===== src/rtl/tgcsr_pkg.sv =====
// package: constants and types for the trap and clock gating csr bank
// Functional notes
// RULE_01: clock gating overrides reset off; 1 keeps unit clock running, 0 allows gating.
// RULE_02: override bits misc 8, dec 7, exu 6, ifu 5, lsu 4, bus 3, pic 2, dccm 1, iccm 0.
// RULE_03: reserved bits are hardwired zero; reads give 0, writes do nothing.
// RULE_04: read/write registers accept any write, read back only legal values.
// RULE_05: enable bits 30 correctable error, 29 timer 0, 28 timer 1, reset 0.
// RULE_06: enable bits 11 external, 7 timer, 3 software; others read zero.
// RULE_07: pending bits 30 correctable error, 29 timer 0, 28 timer 1, reset 0.
// RULE_08: pending bits 11 external, 7 timer; bits 6 to 0 read zero.
// RULE_09: machine mode only; no supervisor or user enable or pending bits.
// RULE_10: software enable bit is stored and readable but has no effect.
// RULE_11: trap cause register keeps only legal values on write and read.
// RULE_12: exception causes 1-7 and 11 recorded with bit 31 clear.
// RULE_13: timer interrupt cause 0x80000007, external interrupt cause 0x8000000B.
// RULE_14: local interrupt causes 28 timer 1, 29 timer 0, 30 correctable error.
// RULE_15: nmi causes: pin 0, store error 0xF0000000, load error 0xF0000001.
// RULE_16: unlisted cause encodings are never produced by the device.
// RULE_17: pending bits follow their sources; software writes do not change them.
// RULE_18: interrupt is taken only when pending and enable are both set.
package tgcsr_pkg;

    // ****************************************
    // csr addresses
    // ****************************************
    localparam logic [11:0] ADDR_INT_ENABLE = 12'h304;
    localparam logic [11:0] ADDR_TRAP_CAUSE = 12'h342;
    localparam logic [11:0] ADDR_INT_PENDING = 12'h344;
    localparam logic [11:0] ADDR_CLK_GATE = 12'h7F8;

    // ****************************************
    // field positions and masks
    // ****************************************
    localparam int CG_WIDTH = 9;
    localparam logic [31:0] CG_MASK = 32'h0000_01FF;
    localparam int BIT_CE = 30;
    localparam int BIT_ITIM0 = 29;
    localparam int BIT_ITIM1 = 28;
    localparam int BIT_EXT = 11;
    localparam int BIT_TIMER = 7;
    localparam int BIT_SOFT = 3;
    localparam logic [31:0] IE_MASK = 32'h7000_0888;
    localparam logic [31:0] IP_MASK = 32'h7000_0880;
    localparam logic [31:0] RESET_VALUE = 32'h0000_0000;

    // ****************************************
    // trap cause encodings
    // ****************************************
    localparam logic [31:0] CAUSE_INT_FLAG = 32'h8000_0000;
    localparam logic [31:0] CAUSE_NMI_PIN = 32'h0000_0000;
    localparam logic [31:0] CAUSE_NMI_STORE = 32'hF000_0000;
    localparam logic [31:0] CAUSE_NMI_LOAD = 32'hF000_0001;
    localparam logic [4:0] CODE_TIMER = 5'h07;
    localparam logic [4:0] CODE_EXT = 5'h0B;
    localparam logic [4:0] CODE_ITIM1 = 5'h1C;
    localparam logic [4:0] CODE_ITIM0 = 5'h1D;
    localparam logic [4:0] CODE_CE = 5'h1E;
    localparam logic [4:0] CODE_ECALL = 5'h0B;
    localparam logic [4:0] CODE_EXC_MIN = 5'h01;
    localparam logic [4:0] CODE_EXC_MAX = 5'h07;
    localparam logic [4:0] CODE_NMI_PIN = 5'h00;
    localparam logic [4:0] CODE_NMI_STORE = 5'h01;
    localparam logic [4:0] CODE_NMI_LOAD = 5'h02;

    typedef enum logic [2:0] {
        TG_KIND_EXC = 3'h1,
        TG_KIND_INT = 3'h2,
        TG_KIND_NMI = 3'h4
    } tg_kind_type;

    // csr access from the instruction pipeline
    typedef struct packed {
        logic rd;
        logic wr;
        logic [11:0] addr;
        logic [31:0] wdata;
    } tg_csr_req_type;

    // trap entry record from trap logic
    typedef struct packed {
        logic valid;
        tg_kind_type kind;
        logic [4:0] code;
    } tg_trap_type;

    // interrupt request lines
    typedef struct packed {
        logic ce;
        logic itim0;
        logic itim1;
        logic ext;
        logic timer;
    } tg_irq_type;

endpackage


===== src/rtl/tgcsr_bank.sv =====
// module: trap cause, interrupt enable/pending and clock gating override csrs
`timescale 1ns/100ps

module tgcsr_bank #(
    parameter int CGW = tgcsr_pkg::CG_WIDTH
) (
    input wire logic clk,
    input wire logic rst,
    input wire tgcsr_pkg::tg_csr_req_type csr_req,
    output logic [31:0] csr_rdata,
    output logic csr_rvalid,
    output logic csr_hit,
    input wire tgcsr_pkg::tg_irq_type irq_in,
    input wire tgcsr_pkg::tg_trap_type trap_in,
    output logic [CGW-1:0] clk_gate_override,
    output logic int_take_req,
    output logic [4:0] int_take_code,
    output logic [31:0] trap_cause
);

    // ****************************************
    // storage
    // ****************************************
    logic [CGW-1:0] cg_reg, cg_next;
    logic ce_irq_enable_reg, ce_irq_enable_next;
    logic int_timer0_irq_enable_reg, int_timer0_irq_enable_next;
    logic int_timer1_irq_enable_reg, int_timer1_irq_enable_next;
    logic ext_irq_enable_reg, ext_irq_enable_next;
    logic timer_irq_enable_reg, timer_irq_enable_next;
    logic soft_irq_enable_reg, soft_irq_enable_next;
    logic ce_irq_pending_reg, ce_irq_pending_next;
    logic int_timer0_irq_pending_reg, int_timer0_irq_pending_next;
    logic int_timer1_irq_pending_reg, int_timer1_irq_pending_next;
    logic ext_irq_pending_reg, ext_irq_pending_next;
    logic timer_irq_pending_reg, timer_irq_pending_next;
    logic [31:0] cause_reg, cause_next;
    logic [31:0] rdata_reg, rdata_next;
    logic rvalid_reg, rvalid_next;
    logic take_reg, take_next;
    logic [4:0] take_code_reg, take_code_next;

    logic [31:0] ie_view, ip_view, rd_mux;
    logic hit;
    logic soft_irq_line;

    // ****************************************
    // legality of a cause value
    // ****************************************
    // exception codes that trap logic may report
    function automatic logic exc_code_ok(input logic [4:0] c);
        logic ok;
        ok = (c >= tgcsr_pkg::CODE_EXC_MIN && c <= tgcsr_pkg::CODE_EXC_MAX) || c == tgcsr_pkg::CODE_ECALL;
        return ok;
    endfunction

    // standard and local interrupt codes
    function automatic logic int_code_ok(input logic [4:0] c);
        logic ok;
        ok = c == tgcsr_pkg::CODE_TIMER || c == tgcsr_pkg::CODE_EXT ||
             c == tgcsr_pkg::CODE_ITIM1 || c == tgcsr_pkg::CODE_ITIM0 ||
             c == tgcsr_pkg::CODE_CE;
        return ok;
    endfunction

    function automatic logic cause_legal(input logic [31:0] v);
        logic ok;
        ok = 1'b0;
        // RULE_16 only listed encodings
        if (v == tgcsr_pkg::CAUSE_NMI_PIN || v == tgcsr_pkg::CAUSE_NMI_STORE ||
            v == tgcsr_pkg::CAUSE_NMI_LOAD) begin
            ok = 1'b1;
        end else if (v[31:5] == 27'h0) begin
            ok = exc_code_ok(v[4:0]);
        end else if (v[31:5] == tgcsr_pkg::CAUSE_INT_FLAG[31:5]) begin
            ok = int_code_ok(v[4:0]);
        end
        return ok;
    endfunction

    // trap record to cause value; returns legal flag through valid bit
    function automatic logic [32:0] trap_cause_of(input tgcsr_pkg::tg_trap_type t);
        logic [31:0] v;
        logic ok;
        v = tgcsr_pkg::RESET_VALUE;
        ok = 1'b0;
        unique case (t.kind)
            // RULE_12 exception causes, bit 31 clear
            tgcsr_pkg::TG_KIND_EXC: begin
                // code 0 would alias the nmi pin value, so it is refused
                if (exc_code_ok(t.code)) begin
                    v = {27'h0, t.code};
                end else begin
                    v = 32'hFFFF_FFFF;
                end
            end
            // RULE_13 interrupt causes with bit 31 set
            // RULE_14 local interrupt codes 28 to 30
            tgcsr_pkg::TG_KIND_INT: begin
                if (int_code_ok(t.code)) begin
                    v = tgcsr_pkg::CAUSE_INT_FLAG | {27'h0, t.code};
                end else begin
                    v = 32'hFFFF_FFFF;
                end
            end
            // RULE_15 nmi encodings
            tgcsr_pkg::TG_KIND_NMI: begin
                if (t.code == tgcsr_pkg::CODE_NMI_PIN) begin
                    v = tgcsr_pkg::CAUSE_NMI_PIN;
                end else if (t.code == tgcsr_pkg::CODE_NMI_STORE) begin
                    v = tgcsr_pkg::CAUSE_NMI_STORE;
                end else if (t.code == tgcsr_pkg::CODE_NMI_LOAD) begin
                    v = tgcsr_pkg::CAUSE_NMI_LOAD;
                end else begin
                    v = 32'hFFFF_FFFF;
                end
            end
            default: begin
                v = 32'hFFFF_FFFF;
            end
        endcase
        ok = cause_legal(v);
        return {ok, v};
    endfunction

    // ****************************************
    // read views
    // ****************************************
    // software interrupt request is permanently absent
    assign soft_irq_line = 1'b0;

    always_comb begin
        ie_view = tgcsr_pkg::RESET_VALUE;
        ip_view = tgcsr_pkg::RESET_VALUE;
        // RULE_05 local enable positions
        ie_view[tgcsr_pkg::BIT_CE] = ce_irq_enable_reg;
        ie_view[tgcsr_pkg::BIT_ITIM0] = int_timer0_irq_enable_reg;
        ie_view[tgcsr_pkg::BIT_ITIM1] = int_timer1_irq_enable_reg;
        // RULE_06 standard enable positions
        ie_view[tgcsr_pkg::BIT_EXT] = ext_irq_enable_reg;
        ie_view[tgcsr_pkg::BIT_TIMER] = timer_irq_enable_reg;
        ie_view[tgcsr_pkg::BIT_SOFT] = soft_irq_enable_reg;
        // RULE_07 local pending positions
        ip_view[tgcsr_pkg::BIT_CE] = ce_irq_pending_reg;
        ip_view[tgcsr_pkg::BIT_ITIM0] = int_timer0_irq_pending_reg;
        ip_view[tgcsr_pkg::BIT_ITIM1] = int_timer1_irq_pending_reg;
        // RULE_08 external and timer pending, low bits zero
        ip_view[tgcsr_pkg::BIT_EXT] = ext_irq_pending_reg;
        ip_view[tgcsr_pkg::BIT_TIMER] = timer_irq_pending_reg;
    end

    always_comb begin
        hit = 1'b1;
        rd_mux = tgcsr_pkg::RESET_VALUE;
        unique case (csr_req.addr)
            // RULE_09 only machine bits exist in these views
            tgcsr_pkg::ADDR_INT_ENABLE: rd_mux = ie_view & tgcsr_pkg::IE_MASK;
            tgcsr_pkg::ADDR_INT_PENDING: rd_mux = ip_view & tgcsr_pkg::IP_MASK;
            tgcsr_pkg::ADDR_TRAP_CAUSE: rd_mux = cause_reg;
            // RULE_03 upper bits read zero
            tgcsr_pkg::ADDR_CLK_GATE: rd_mux = {{(32 - CGW){1'b0}}, cg_reg} & tgcsr_pkg::CG_MASK;
            default: hit = 1'b0;
        endcase
    end

    // ****************************************
    // armed interrupt lines
    // ****************************************
    // index order is the take priority: ext, ce, timer 0, timer 1, timer
    logic [4:0] line_pending;
    logic [4:0] line_enable;
    logic [4:0] armed;

    assign line_pending = {ext_irq_pending_reg, ce_irq_pending_reg, int_timer0_irq_pending_reg,
        int_timer1_irq_pending_reg, timer_irq_pending_reg};
    assign line_enable = {ext_irq_enable_reg, ce_irq_enable_reg, int_timer0_irq_enable_reg,
        int_timer1_irq_enable_reg, timer_irq_enable_reg};

    // RULE_18 armed needs pending and enable
    for (genvar i = 0; i < 5; i++) begin : g_armed
        assign armed[i] = line_pending[i] && line_enable[i];
    end

    // ****************************************
    // next state
    // ****************************************
    always_comb begin
        logic [32:0] tc;
        logic wr_ie, wr_cause, wr_cg;
        logic trap_load, sw_load;
        tc = trap_cause_of(trap_in);
        wr_ie = csr_req.wr && csr_req.addr == tgcsr_pkg::ADDR_INT_ENABLE;
        wr_cause = csr_req.wr && csr_req.addr == tgcsr_pkg::ADDR_TRAP_CAUSE;
        wr_cg = csr_req.wr && csr_req.addr == tgcsr_pkg::ADDR_CLK_GATE;
        trap_load = trap_in.valid && tc[32];
        sw_load = wr_cause && cause_legal(csr_req.wdata);

        // RULE_01 override bits written by firmware
        // RULE_02 bit 8 down to 0 kept, others dropped
        cg_next = wr_cg ? csr_req.wdata[CGW-1:0] : cg_reg;

        // RULE_04 any value accepted, only implemented bits kept
        ce_irq_enable_next = wr_ie ? csr_req.wdata[tgcsr_pkg::BIT_CE] : ce_irq_enable_reg;
        int_timer0_irq_enable_next = wr_ie ? csr_req.wdata[tgcsr_pkg::BIT_ITIM0] : int_timer0_irq_enable_reg;
        int_timer1_irq_enable_next = wr_ie ? csr_req.wdata[tgcsr_pkg::BIT_ITIM1] : int_timer1_irq_enable_reg;
        ext_irq_enable_next = wr_ie ? csr_req.wdata[tgcsr_pkg::BIT_EXT] : ext_irq_enable_reg;
        timer_irq_enable_next = wr_ie ? csr_req.wdata[tgcsr_pkg::BIT_TIMER] : timer_irq_enable_reg;
        // RULE_10 stored and readable only
        soft_irq_enable_next = wr_ie ? csr_req.wdata[tgcsr_pkg::BIT_SOFT] : soft_irq_enable_reg;

        // RULE_17 pending follows sources, writes ignored
        ce_irq_pending_next = irq_in.ce;
        int_timer0_irq_pending_next = irq_in.itim0;
        int_timer1_irq_pending_next = irq_in.itim1;
        ext_irq_pending_next = irq_in.ext;
        timer_irq_pending_next = irq_in.timer;

        // RULE_11 illegal writes leave the old value
        // hardware trap entry wins over a software write in the same cycle
        cause_next = cause_reg;
        if (trap_load) begin
            cause_next = tc[31:0];
        end else if (sw_load) begin
            cause_next = csr_req.wdata;
        end

        rvalid_next = csr_req.rd;
        rdata_next = csr_req.rd ? rd_mux : rdata_reg;

        // RULE_18 pending and enable both required
        // fixed priority: external, correctable error, timer 0, timer 1, timer
        take_next = 1'b1;
        if (armed[4]) begin
            take_code_next = tgcsr_pkg::CODE_EXT;
        end else if (armed[3]) begin
            take_code_next = tgcsr_pkg::CODE_CE;
        end else if (armed[2]) begin
            take_code_next = tgcsr_pkg::CODE_ITIM0;
        end else if (armed[1]) begin
            take_code_next = tgcsr_pkg::CODE_ITIM1;
        end else if (armed[0]) begin
            take_code_next = tgcsr_pkg::CODE_TIMER;
        end else begin
            take_next = soft_irq_line && soft_irq_enable_reg;
            take_code_next = 5'h00;
        end
    end

    // ****************************************
    // registers
    // ****************************************
    always_ff @(posedge clk or posedge rst) begin
        if (rst) begin
            cg_reg <= '0;
            ce_irq_enable_reg <= 1'b0;
            int_timer0_irq_enable_reg <= 1'b0;
            int_timer1_irq_enable_reg <= 1'b0;
            ext_irq_enable_reg <= 1'b0;
            timer_irq_enable_reg <= 1'b0;
            soft_irq_enable_reg <= 1'b0;
            ce_irq_pending_reg <= 1'b0;
            int_timer0_irq_pending_reg <= 1'b0;
            int_timer1_irq_pending_reg <= 1'b0;
            ext_irq_pending_reg <= 1'b0;
            timer_irq_pending_reg <= 1'b0;
            // zero is the nmi pin cause, so a legal value from reset
            cause_reg <= tgcsr_pkg::RESET_VALUE;
            rdata_reg <= tgcsr_pkg::RESET_VALUE;
            rvalid_reg <= 1'b0;
            take_reg <= 1'b0;
            take_code_reg <= 5'h00;
        end else begin
            cg_reg <= cg_next;
            ce_irq_enable_reg <= ce_irq_enable_next;
            int_timer0_irq_enable_reg <= int_timer0_irq_enable_next;
            int_timer1_irq_enable_reg <= int_timer1_irq_enable_next;
            ext_irq_enable_reg <= ext_irq_enable_next;
            timer_irq_enable_reg <= timer_irq_enable_next;
            soft_irq_enable_reg <= soft_irq_enable_next;
            ce_irq_pending_reg <= ce_irq_pending_next;
            int_timer0_irq_pending_reg <= int_timer0_irq_pending_next;
            int_timer1_irq_pending_reg <= int_timer1_irq_pending_next;
            ext_irq_pending_reg <= ext_irq_pending_next;
            timer_irq_pending_reg <= timer_irq_pending_next;
            cause_reg <= cause_next;
            rdata_reg <= rdata_next;
            rvalid_reg <= rvalid_next;
            take_reg <= take_next;
            take_code_reg <= take_code_next;
        end
    end

    // ****************************************
    // outputs
    // ****************************************
    // RULE_01 override high keeps the unit clock running
    assign clk_gate_override = cg_reg;
    assign csr_rdata = rdata_reg;
    assign csr_rvalid = rvalid_reg;
    assign csr_hit = hit;
    assign int_take_req = take_reg;
    assign int_take_code = take_code_reg;
    assign trap_cause = cause_reg;

endmodule


===== config.mk =====
export PLATFORM = sky130hd
export DESIGN_NAME = tgcsr_bank
export DESIGN_NICKNAME = d
export VERILOG_FILES = /design/src/rtl/tgcsr_pkg.sv /design/src/rtl/tgcsr_bank.sv
export SDC_FILE = /design/constraint.sdc
export NUM_CORES = 1
export LEC_CHECK = 0
export BUFFER_PORTS_ARGS = -buffer_cell sky130_fd_sc_hd__buf_2
export CAP_MARGIN = 20
export CORE_MARGIN = 2
export CORE_UTILIZATION = 25
export CTS_CLUSTER_DIAMETER = 80
export DETAILED_ROUTE_END_ITERATION = 10
export GPL_TIMING_DRIVEN = 1
export PLACE_DENSITY = 0.56
export SETUP_SLACK_MARGIN = 0.15
export SLEW_MARGIN = 10
export SYNTH_ARGS = -nofsm -noshare
export SYNTH_HDL_FRONTEND = slang
export SYNTH_SLANG_ARGS = --single-unit

===== constraint.sdc =====
create_clock -name clk -period 4.7 [get_ports clk]
set_input_delay 1.175 -clock clk [delete_from_list [all_inputs] [get_ports clk]]
set_output_delay 1.175 -clock clk [all_outputs]
set_load 0.01 [all_outputs]

==> impl_summary.log, run 1 <==
INFO  metric power.static_leakage = 0.00255 µW
INFO  metric drt-total-wl = 11.0 mm
INFO  metric max_slew.worst_pin.slew = 1.04 ns
INFO  metric dieArea = 16600 µm²
INFO  metric drv_cap = 0
INFO  metric postCtsResizedCells = 0
INFO  metric ys_warn_count = 0
INFO  metric number_of_setup_buffers_added_after_cts = 0
INFO  metric hp-start = ext_irq_pending_reg
INFO  metric status = finished, final reports clean
INFO  metric total_negative_setup_slacks = 0 ns
INFO  metric path_cells = buf_2 > or4_4 > nor4_4 > buf_4 > a311o_1 > buf_2
INFO  metric cts_made_buffers = 9
INFO  metric residual_drc_count = 0
INFO  metric postSynthCellCount = 358
INFO  metric cts_tree = done
INFO  metric crit_path_frequent_cell = sky130_fd_sc_hd__buf_2
INFO  metric grt_setup_unrepaired = no
INFO  metric number_of_antenna_violations_at_the_first_check_in_global_routing = 0
INFO  metric layout-area-overhead-vs-synth = 32.1%
INFO  metric mostFrequentLayoutCells = sky130_fd_sc_hd__buf_2, sky130_fd_sc_hd__dfrtp_1, sky130_fd_sc_hd__nor2_1
INFO  metric cts.path.max_buffers = 2
INFO  metric effective_utilization_at_floorplan = 0.256
INFO  metric antenna_left = 0
INFO  metric root_buffer = sky130_fd_sc_hd__clkbuf_16
INFO  metric worst_vdd_rail_ir_drop = 188 µV
INFO  metric crit_start = csr_req[37]
INFO  metric clk_latency = 0.35 ns
INFO  metric route.detailed.wl_per_inst = 15.8 µm
INFO  metric hold_class = flop to flop
INFO  metric post_route_cells_drive_above_1_share = 0.367
INFO  metric timing.final.crit_share = 0.818
INFO  metric ys.flop_type = sky130_fd_sc_hd__dfrtp_1
INFO  metric synthesis.nets = 420
INFO  metric numPortBuffers = 142
INFO  metric finalSetupViolCount = 0
INFO  metric fraction_of_synthesis_flops_using_an_asynchronous_set_or_reset_pin = 1.00
INFO  metric dp_hpwl = 8.23 mm
INFO  metric power_density = 339 nW/µm²
INFO  metric grt_first_pass_wirelength = 16.8 mm
INFO  metric grt_use_total = 0.134
INFO  metric final_weighted_congestion_of_routability_driven_global_placement = 0.845
INFO  metric pre_cts_slack = 0.866 ns
INFO  metric worstPathMaxFanout = 16
INFO  metric dr.first_iter.drc_count = 165
INFO  metric setup.worst_path.start_class = input pin
INFO  metric cts.clk_slew.worst_paths = 0.06 ns
INFO  metric nFillCells = 1558
INFO  metric finish.net_count = 564
INFO  metric path_buf_inv = 3
INFO  metric total_power = 1740 µW
INFO  metric reg2reg_from = int_timer0_irq_enable_reg
INFO  metric routed_via_density = 4.69
INFO  metric antennaDiodeCount = 0
INFO  metric first_pass_iters = 4
INFO  metric postLayoutSetupSlackWorst = 0.856 ns
INFO  metric cpPeakStageDelay = 0.55 ns
INFO  metric skew = 0.00689 ns
INFO  metric maxClockFrequency = 260 MHz
INFO  metric syn_avg_cell_area = 10.9 µm²
INFO  metric die_width = 129 µm
INFO  metric grt_start_max_net_pins = 66
INFO  metric critical_path_end_type = output pin
INFO  metric grt_overflow = 0
INFO  metric synth-edff-count = 0
INFO  metric critical_path.slowest_cell = sky130_fd_sc_hd__or4_4
INFO  metric synthDistinctLibCells = 45
INFO  metric register_bit_count_reported_by_yosys = 91
INFO  metric period_needed = 3.84 ns
INFO  metric floorplan.core_area = 15200 µm²
INFO  metric worstSetupPathType = input pin to output pin
INFO  metric htree_levels = 3
INFO  metric floorplan.io_pins = 143
INFO  metric final_common_cell = sky130_fd_sc_hd__buf_2
INFO  metric rows = 45
INFO  metric drv_slew = 0
INFO  metric required = 3.52 ns
INFO  metric ys_seq_area_frac = 0.585
INFO  metric cts_hold_repair.buffers = 0
INFO  metric post_synth_instance_area = 3890 µm²
INFO  metric numClockSinks = 91
INFO  metric crit_arrival = 2.67 ns
INFO  metric max_slew_margin = 0.307
INFO  metric via_count = 3262
INFO  metric die-height = 129 µm
INFO  metric final_hold_violating_endpoints = 0
INFO  metric grt_pass1_vias = 3187
INFO  metric cpLargestDelayFamily = simple AND/OR/NAND/NOR gates
-- logic make-up after synthesis --
logic type                after synthesis  synth area share
muxes                                  25            0.0695
xor gates and xnor gates                2           0.00450
AOI/OAI and AO/OA                      75             0.124
DFF                                    91             0.585
and+or+nand+nor                       126             0.179
buffers and inverters                  39            0.0376
-- where the power goes --
group / internal (µW) / total [µW] / switching [µW]
combinational: 64.5 / 161 / 96.2
sequential: 811 / 835 / 24.4
clock: 432 / 747 / 315
-- worst paths after layout --
check / end / slack, ns / cells after the start
worst min register to register: int_take_code[4] / 0.50 / 1
min in group asynchronous: trap_cause[26] / 0.97 / 2
worst min-delay path: int_take_code[4] / 0.50 / 1
max in group asynchronous: csr_rdata[10] / 2.84 / 3
worst max-delay path: csr_hit / 0.86 / 6
worst max register to register: int_take_code[2] / 3.53 / 3
-- synthesized netlist by cell type, types with 3 or more instances --
library cell                n  share of area
sky130_fd_sc_hd__a21oi_1   25          0.032
sky130_fd_sc_hd__mux2i_1    9          0.023
sky130_fd_sc_hd__inv_1     25          0.024
sky130_fd_sc_hd__mux2_2    15          0.043
sky130_fd_sc_hd__clkbuf_1  12          0.012
sky130_fd_sc_hd__nand2b_1   6         0.0097
sky130_fd_sc_hd__dfrtp_1   91           0.59
sky130_fd_sc_hd__o21ai_0   22          0.028
sky130_fd_sc_hd__nor3_1     4         0.0051
sky130_fd_sc_hd__a222oi_1   6          0.015
sky130_fd_sc_hd__a22oi_1    8          0.015
sky130_fd_sc_hd__and2_1    25          0.040
sky130_fd_sc_hd__nand2_1   12          0.012
sky130_fd_sc_hd__nor2_1    30          0.029
sky130_fd_sc_hd__nand3_1   25          0.032
sky130_fd_sc_hd__nor4_1     8          0.013
sky130_fd_sc_hd__and4_1     3         0.0068
-- layout make-up --
class                   instances  area (µm²)  share of cell area
repair buffers                147         748               0.146
flip-flops and latches         91        2280               0.443
inverters                      25        96.3              0.0187
clock inverters                 6        71.3              0.0139
well taps                     188         235              0.0458
clock buffers                  10         239              0.0465
multi-input cells             228        1470               0.287
-- layer usage --
| metal | part of all wire | global-route usage | vias to the layer above | routed length, µm |
|---|---|---|---|---|
| met3 | 0.069 | 0.0416 | 16 | 755 |
| met2 | 0.47 | 0.217 | 112 | 5160 |
| met1 | 0.44 | 0.169 | 1570 | 4870 |
| li1 | - | - | 1564 | - |
| met4 | 0.018 | 0.0505 | 0 | 195 |
| met5 | 0 | 0 | - | 0 |
-- through the flow --
step / std cells / instance area, µm² / hold WS (ns) / util
finish: 695 / 5140 / 0.502 / 0.338
global route: 695 / 5140 / 0.521 / 0.338
CTS: 695 / 5140 / 0.512 / 0.338
detailed placement: 679 / 4830 / 0.496 / 0.318
global placement: 679 / 4830 / 0.492 / 0.318
floorplan: 358 / 3890 / 0.447 / -
Note: power is estimated with default switching activity, not from simulation.
==> run 2, diff against run 1 <==
Settings changed: ABC_AREA set to 1.
Clock period 4.7 ns to 3.6 ns, I/O delays scaled along.
==> run 2 against run 1 <==
  * Register-to-register slack worse by 1.0 ns
  * Critical path depth fell by 1
  * Synthesized cell count rose by 39%
  * Count of clock-buffer cells in the layout down 1
  * First-iteration DRC count rose by 7.3%
  * Flip-flop and latch count unchanged
  * Design area is 5.7% higher
  * Synthesized area increased by 6.6%
  * Highest routed layer unchanged
==> impl_summary.log, run 2 <==
INFO  metric status = finished, final reports clean
INFO  metric ys_warn_count = 0
INFO  metric pre_cts_slack = 0.664 ns
INFO  metric cpLargestDelayFamily = simple AND/OR/NAND/NOR gates
INFO  metric path_buf_inv = 2
INFO  metric most_frequent_cell_after_synthesis = sky130_fd_sc_hd__nand2_1
INFO  metric post_route_cells_drive_above_1_share = 0.279
INFO  metric die_width = 133 µm
INFO  metric synthesis.nets = 558
INFO  metric cts_tree = done
INFO  metric global_route.usage.met2 = 0.225
INFO  metric drt-total-wl = 12.0 mm
INFO  metric residual_drc_count = 0
INFO  metric final_cell_area = 5440 µm²
INFO  metric numPortBuffers = 142
INFO  metric via_count = 3709
INFO  metric route.detailed.wl_per_inst = 13.9 µm
INFO  metric worstPathMaxFanout = 9
INFO  metric crit_path_frequent_cell = sky130_fd_sc_hd__buf_2
INFO  metric postCtsResizedCells = 0
INFO  metric htree_levels = 3
INFO  metric final_common_cell = sky130_fd_sc_hd__nand2_1
INFO  metric timing.final.crit_share = 0.789
INFO  metric placed_area = 5090 µm²
INFO  metric synth-edff-count = 0
INFO  metric setup.worst_path.start_class = input pin
INFO  metric cts_made_buffers = 9
INFO  metric syn_avg_cell_area = 8.36 µm²
INFO  metric effective_utilization_at_floorplan = 0.253
INFO  metric path_cells = buf_2 > nor3_4 > nand4_1 > nand3_1 > buf_2
INFO  metric cpPeakStageDelay = 0.36 ns
INFO  metric worstSetupPathType = input pin to output pin
INFO  metric root_buffer = sky130_fd_sc_hd__clkbuf_16
INFO  metric antennaDiodeCount = 0
INFO  metric dieArea = 17600 µm²
INFO  metric numClockSinks = 91
INFO  metric global_route.usage.met3 = 0.0303
INFO  metric postSynthCellCount = 496
INFO  metric drv_slew = 0
INFO  metric register_bit_count_reported_by_yosys = 91
INFO  metric routed_via_density = 4.30
INFO  metric ys_seq_area_frac = 0.549
INFO  metric final_weighted_congestion_of_routability_driven_global_placement = 0.903
INFO  metric floorplan.io_pins = 143
INFO  metric period_needed = 2.84 ns
INFO  metric ys.flop_type = sky130_fd_sc_hd__dfrtp_1
INFO  metric final-instance-count-excl-fill = 862
INFO  metric postLayoutSetupSlackWorst = 0.761 ns
INFO  metric cts.path.max_buffers = 2
INFO  metric grt_first_pass_wirelength = 19.4 mm
INFO  metric post_synth_instance_area = 4150 µm²
INFO  metric worst_vdd_rail_ir_drop = 177 µV
INFO  metric grt_overflow = 0
INFO  metric number_of_antenna_violations_at_the_first_check_in_global_routing = 0
INFO  metric mostFrequentLayoutCells = sky130_fd_sc_hd__nand2_1, sky130_fd_sc_hd__buf_2, sky130_fd_sc_hd__dfrtp_1
INFO  metric synthDistinctLibCells = 29
INFO  metric final_hold_violating_endpoints = 0
INFO  metric first_pass_iters = 5
INFO  metric critical_path_end_type = output pin
INFO  metric skew = 0.00501 ns
INFO  metric dpl.cell_count = 846
INFO  metric max_slew.worst_pin.slew = 0.876 ns
INFO  metric dp_hpwl = 9.20 mm
INFO  metric ys_top_cells_by_area = sky130_fd_sc_hd__dfrtp_1, sky130_fd_sc_hd__nand2_1, sky130_fd_sc_hd__inv_1, sky130_fd_sc_hd__nand3_1, sky130_fd_sc_hd__nor2_1
INFO  metric maxClockFrequency = 352 MHz
INFO  metric drv_cap = 0
INFO  metric layout-area-overhead-vs-synth = 31.1%
INFO  metric grt_util_met1 = 0.186
INFO  metric number_of_setup_buffers_added_after_cts = 0
INFO  metric cts_hold_repair.buffers = 0
INFO  metric grt_use_total = 0.140
INFO  metric clk_latency = 0.34 ns
INFO  metric nFillCells = 1753
INFO  metric critical_path.slowest_cell = sky130_fd_sc_hd__nor3_4
INFO  metric crit_arrival = 1.94 ns
INFO  metric antenna_left = 0
INFO  metric floorplan.core_area = 16400 µm²
INFO  metric rows = 47
INFO  metric max_slew_margin = 0.416
INFO  metric dr.first_iter.drc_count = 177
INFO  metric synth.largest_area_cell = sky130_fd_sc_hd__dfrtp_1
INFO  metric grt_setup_unrepaired = no
INFO  metric grt_start_max_net_pins = 54
INFO  metric list_of_most_frequent_post_synthesis_cells = sky130_fd_sc_hd__nand2_1, sky130_fd_sc_hd__dfrtp_1, sky130_fd_sc_hd__inv_1, sky130_fd_sc_hd__nor2_1, sky130_fd_sc_hd__nand3_1
INFO  metric hold_class = flop to flop
INFO  metric grt.busiest_layer = met2
INFO  metric finish.net_count = 699
INFO  metric power.static_leakage = 0.00299 µW
INFO  metric die-height = 133 µm
INFO  metric power_density = 438 nW/µm²
INFO  metric total_negative_setup_slacks = 0 ns
INFO  metric finalSetupViolCount = 0
INFO  metric grt_pass1_vias = 3573
INFO  metric required = 2.70 ns
INFO  metric cts.clk_slew.worst_paths = 0.06 ns
INFO  metric area_fraction_of_the_dominant_cell_type_after_synthesis = 0.549
INFO  metric fraction_of_synthesis_flops_using_an_asynchronous_set_or_reset_pin = 1.00
==> run 2: cell types whose count changed in the layout (fill, tap and decap cells not counted), moves of 8 or more <==
cell	previous run	this run
sky130_fd_sc_hd__nand3_1	25	45
sky130_fd_sc_hd__a22oi_1	8	0
sky130_fd_sc_hd__o31ai_1	1	19
sky130_fd_sc_hd__nand4_1	1	11
sky130_fd_sc_hd__mux2i_1	9	0
sky130_fd_sc_hd__a21oi_1	25	5
sky130_fd_sc_hd__inv_1	24	60
sky130_fd_sc_hd__nand2_1	12	144
sky130_fd_sc_hd__nor2_1	30	46
sky130_fd_sc_hd__mux2_2	15	2
sky130_fd_sc_hd__and2_1	25	0
==> run 2: cells by family after synthesis <==
group | synth area share
AOI/OAI and AO/OA | 0.0800
muxes | 0.0163
buffers and inverters | 0.0752
DFF | 0.549
and+or+nand+nor | 0.279
==> run 2: area by class of cell <==
cell class	instances	area (µm²)	share of cell area
flip-flops and latches	91	2280	0.419
clock buffers	9	225	0.0414
well taps	220	275	0.0506
clock inverters	7	116	0.0214
inverters	63	239	0.0440
repair buffers	145	746	0.137
multi-input cells	327	1560	0.286
==> run 2: worst min-delay path, stage by stage, from the launching register on <==
cell and delay (ns):
sky130_fd_sc_hd__dfrtp_1 0.34, sky130_fd_sc_hd__nand2_1 0.06, sky130_fd_sc_hd__nand2_1 0.05
==> run 2: final timing paths <==
| path | from | to | slack (ns) | cells after the start |
|---|---|---|---|---|
| max | csr_req[43] | csr_hit | 0.76 | 5 |
| min | csr_rdata[4] | csr_rdata[4] | 0.47 | 2 |
| max reg2reg | int_timer0_irq_enable_reg | int_take_req | 2.52 | 4 |
| min reg2reg | csr_rdata[4] | csr_rdata[4] | 0.47 | 2 |
| max in group asynchronous | rst | csr_rdata[6] | 2.29 | 3 |
| min in group asynchronous | rst | int_take_code[4] | 0.67 | 2 |
==> run 2: layer usage <==
layer,wire [µm],vias to the layer above,share of wire
met1,5590,1711,0.47
li1,-,1885,-
met4,233,0,0.019
met5,0,-,0
met2,5570,100,0.46
met3,608,13,0.051
==> run 2: metrics by stage <==
step / hold slack, ns / util / power (µW)
floorplan: 0.447 / - / 1220
global placement: 0.460 / 0.310 / 1340
detailed placement: 0.462 / 0.310 / 1340
CTS: 0.480 / 0.331 / 2420
global route: 0.491 / 0.331 / 2490
finish: 0.475 / 0.331 / 2380
==> run 2: where the power goes <==
part | internal, µW | leakage (µW) | total (µW) | switching (µW)
Clock | 677 | 0.000165 | 1070 | 392
Sequential | 1060 | 0.00124 | 1090 | 35.3
Combinational | 79.5 | 0.00158 | 223 | 144
==> run 3, diff against run 2 <==
Clock period 3.6 ns to 2.8 ns, I/O delays scaled along.
==> run 3 against run 2 <==
  * Register-to-register slack got worse by 0.79 ns
  * Count of clock-buffer cells in the layout rose by 1
  * Clock power rose by 33%
  * Critical endpoint unchanged
  * Highest routed layer unchanged
==> impl_summary.log, run 3 (synthesized netlist as in run 2, its figures left out) <==
INFO  metric worst_hold_path.num_cells = 1
INFO  metric effective_utilization_at_floorplan = 0.253
INFO  metric power.static_leakage = 0.00301 µW
INFO  metric worstReg2RegEnd = int_take_req
INFO  metric crit_path_frequent_cell = sky130_fd_sc_hd__buf_2
INFO  metric numClockSinks = 91
INFO  metric hold_class = input pin to flop
INFO  metric first_pass_iters = 4
INFO  metric p_switching = 751 µW
INFO  metric grt_first_pass_wirelength = 19.6 mm
INFO  metric drv_slew = 0
INFO  metric whs_endpoint = ce_irq_pending_reg
INFO  metric dpl.cell_count = 851
INFO  metric finish.net_count = 704
INFO  metric layout-area-overhead-vs-synth = 32.0%
INFO  metric worstPathMaxFanout = 4
INFO  metric reg2reg_from = ce_irq_enable_reg
INFO  metric finalSetupViolCount = 0
INFO  metric grt_use_total = 0.143
INFO  metric final_weighted_congestion_of_routability_driven_global_placement = 0.883
INFO  metric worst_vdd_rail_ir_drop = 228 µV
INFO  metric power.switching_fraction = 0.241
INFO  metric setup.worst_path.start_class = input pin
INFO  metric dieArea = 17600 µm²
INFO  metric final_hold_violating_endpoints = 0
INFO  metric status = finished, final reports clean
INFO  metric worst-r2r-setup-slack = 1.73 ns
INFO  metric critical_path.slowest_cell = sky130_fd_sc_hd__nor3_1
INFO  metric final_common_cell = sky130_fd_sc_hd__nand2_1
INFO  metric drt-total-wl = 12.2 mm
INFO  metric grt_setup_unrepaired = no
INFO  metric grt_pass1_vias = 3619
INFO  metric number_of_setup_buffers_added_after_cts = 0
INFO  metric max_slew_margin = 0.469
INFO  metric hp-start = irq_in[4]
INFO  metric postLayoutSetupSlackWorst = 0.413 ns
INFO  metric via_count = 3726
INFO  metric numPortBuffers = 142
INFO  metric timing.final.crit_share = 0.852
INFO  metric final-instance-count-excl-fill = 867
INFO  metric worst_r2r_path_depth = 4
INFO  metric crit_arrival = 1.69 ns
INFO  metric root_buffer = sky130_fd_sc_hd__clkbuf_16
INFO  metric cts.clk_slew.worst_paths = 0.06 ns
INFO  metric mostFrequentLayoutCells = sky130_fd_sc_hd__nand2_1, sky130_fd_sc_hd__buf_2, sky130_fd_sc_hd__dfrtp_1
INFO  metric route.detailed.wl_per_inst = 14.0 µm
INFO  metric cpPeakStageDelay = 0.37 ns
INFO  metric drv_cap = 0
INFO  metric grt_start_max_net_pins = 57
INFO  metric cts.path.max_buffers = 2
INFO  metric number_of_antenna_violations_at_the_first_check_in_global_routing = 0
INFO  metric dr.first_iter.drc_count = 250
INFO  metric maxClockFrequency = 419 MHz
INFO  metric clk_latency = 0.34 ns
INFO  metric combPwrFrac = 0.094
INFO  metric routed_via_density = 4.30
INFO  metric antenna_left = 0
INFO  metric finish.utilization = 0.333
INFO  metric pre_cts_slack = 0.425 ns
INFO  metric floorplan.core_area = 16400 µm²
INFO  metric critical_path_end_type = output pin
INFO  metric path_cells = buf_2 > nor3_1 > nand4_1 > nand3_1 > buf_2
INFO  metric post_route_cells_drive_above_1_share = 0.284
INFO  metric residual_drc_count = 0
INFO  metric cts_tree = done
INFO  metric floorplan.io_pins = 143
INFO  metric die_width = 133 µm
INFO  metric worstSetupPathType = input pin to output pin
INFO  metric p_int = 2360 µW
INFO  metric power_density = 569 nW/µm²
INFO  metric postCtsResizedCells = 0
INFO  metric die-height = 133 µm
INFO  metric cts_made_buffers = 9
INFO  metric total_negative_setup_slacks = 0 ns
INFO  metric htree_levels = 3
INFO  metric required = 2.10 ns
INFO  metric max_slew.worst_pin.slew = 0.795 ns
INFO  metric holdWs = 0.465 ns
INFO  metric seq_power_share = 0.449
INFO  metric cts_hold_repair.buffers = 0
INFO  metric period_needed = 2.39 ns
INFO  metric grt_overflow = 0
INFO  metric antennaDiodeCount = 0
INFO  metric rows = 47
INFO  metric skew = 0.00641 ns
INFO  metric dp_hpwl = 9.24 mm
INFO  metric clockPowerShare = 0.456
==> run 3: cell types whose count changed in the layout (fill, tap and decap cells not counted), sizes merged <==
cell,delta
buf,+5
clkbuf,+1
clkinv,-2
clkinvlp,+1
==> run 3: layout make-up <==
cell class	instances	area (µm²)
fill	1745	10900
sequential	91	2280
multi-input combinational	327	1560
timing repair buffer	150	771
tap	220	275
inverter	63	240
clock buffer	10	239
clock inverter	6	111
==> run 3: worst max-delay path, delay by kind of cell <==
kind	cells	cell delay [ns]
buffers and inverters	2	0.25
AND/OR/NAND/NOR	3	0.74
==> run 3: worst max path at each step <==
stage | from | endpoint | slack (ns) | cells past startpoint
after floorplan | csr_req[37] | csr_hit | 0.77 | 3
after global placement | csr_req[43] | csr_hit | 0.46 | 5
after detailed placement | csr_req[43] | csr_hit | 0.43 | 5
after CTS | csr_req[43] | csr_hit | 0.43 | 5
after global routing | csr_req[37] | csr_hit | 0.28 | 5
final | csr_req[37] | csr_hit | 0.41 | 5
==> run 3: routing by layer <==
layer,GRT usage,part of all wire,vias to the layer above
met5,0,0,-
met4,0.0585,0.021,0
met3,0.0360,0.063,15
met2,0.220,0.45,99
met1,0.191,0.46,1715
li1,-,-,1897
==> run 3: through the flow <==
stage	instance area (µm²)	power, µW
floorplan	4150	1560
global placement	5120	1720
detailed placement	5120	1720
CTS	5470	3150
global route	5470	3250
finish	5470	3110
==> run 3: power by group through the flow <==
stage,logic (µW),clock network (µW),registers (µW)
after floorplan,136,0,1430
after global placement,299,0,1420
after detailed placement,299,0,1420
after CTS,300,1460,1400
after global routing,338,1510,1400
final,293,1420,1400
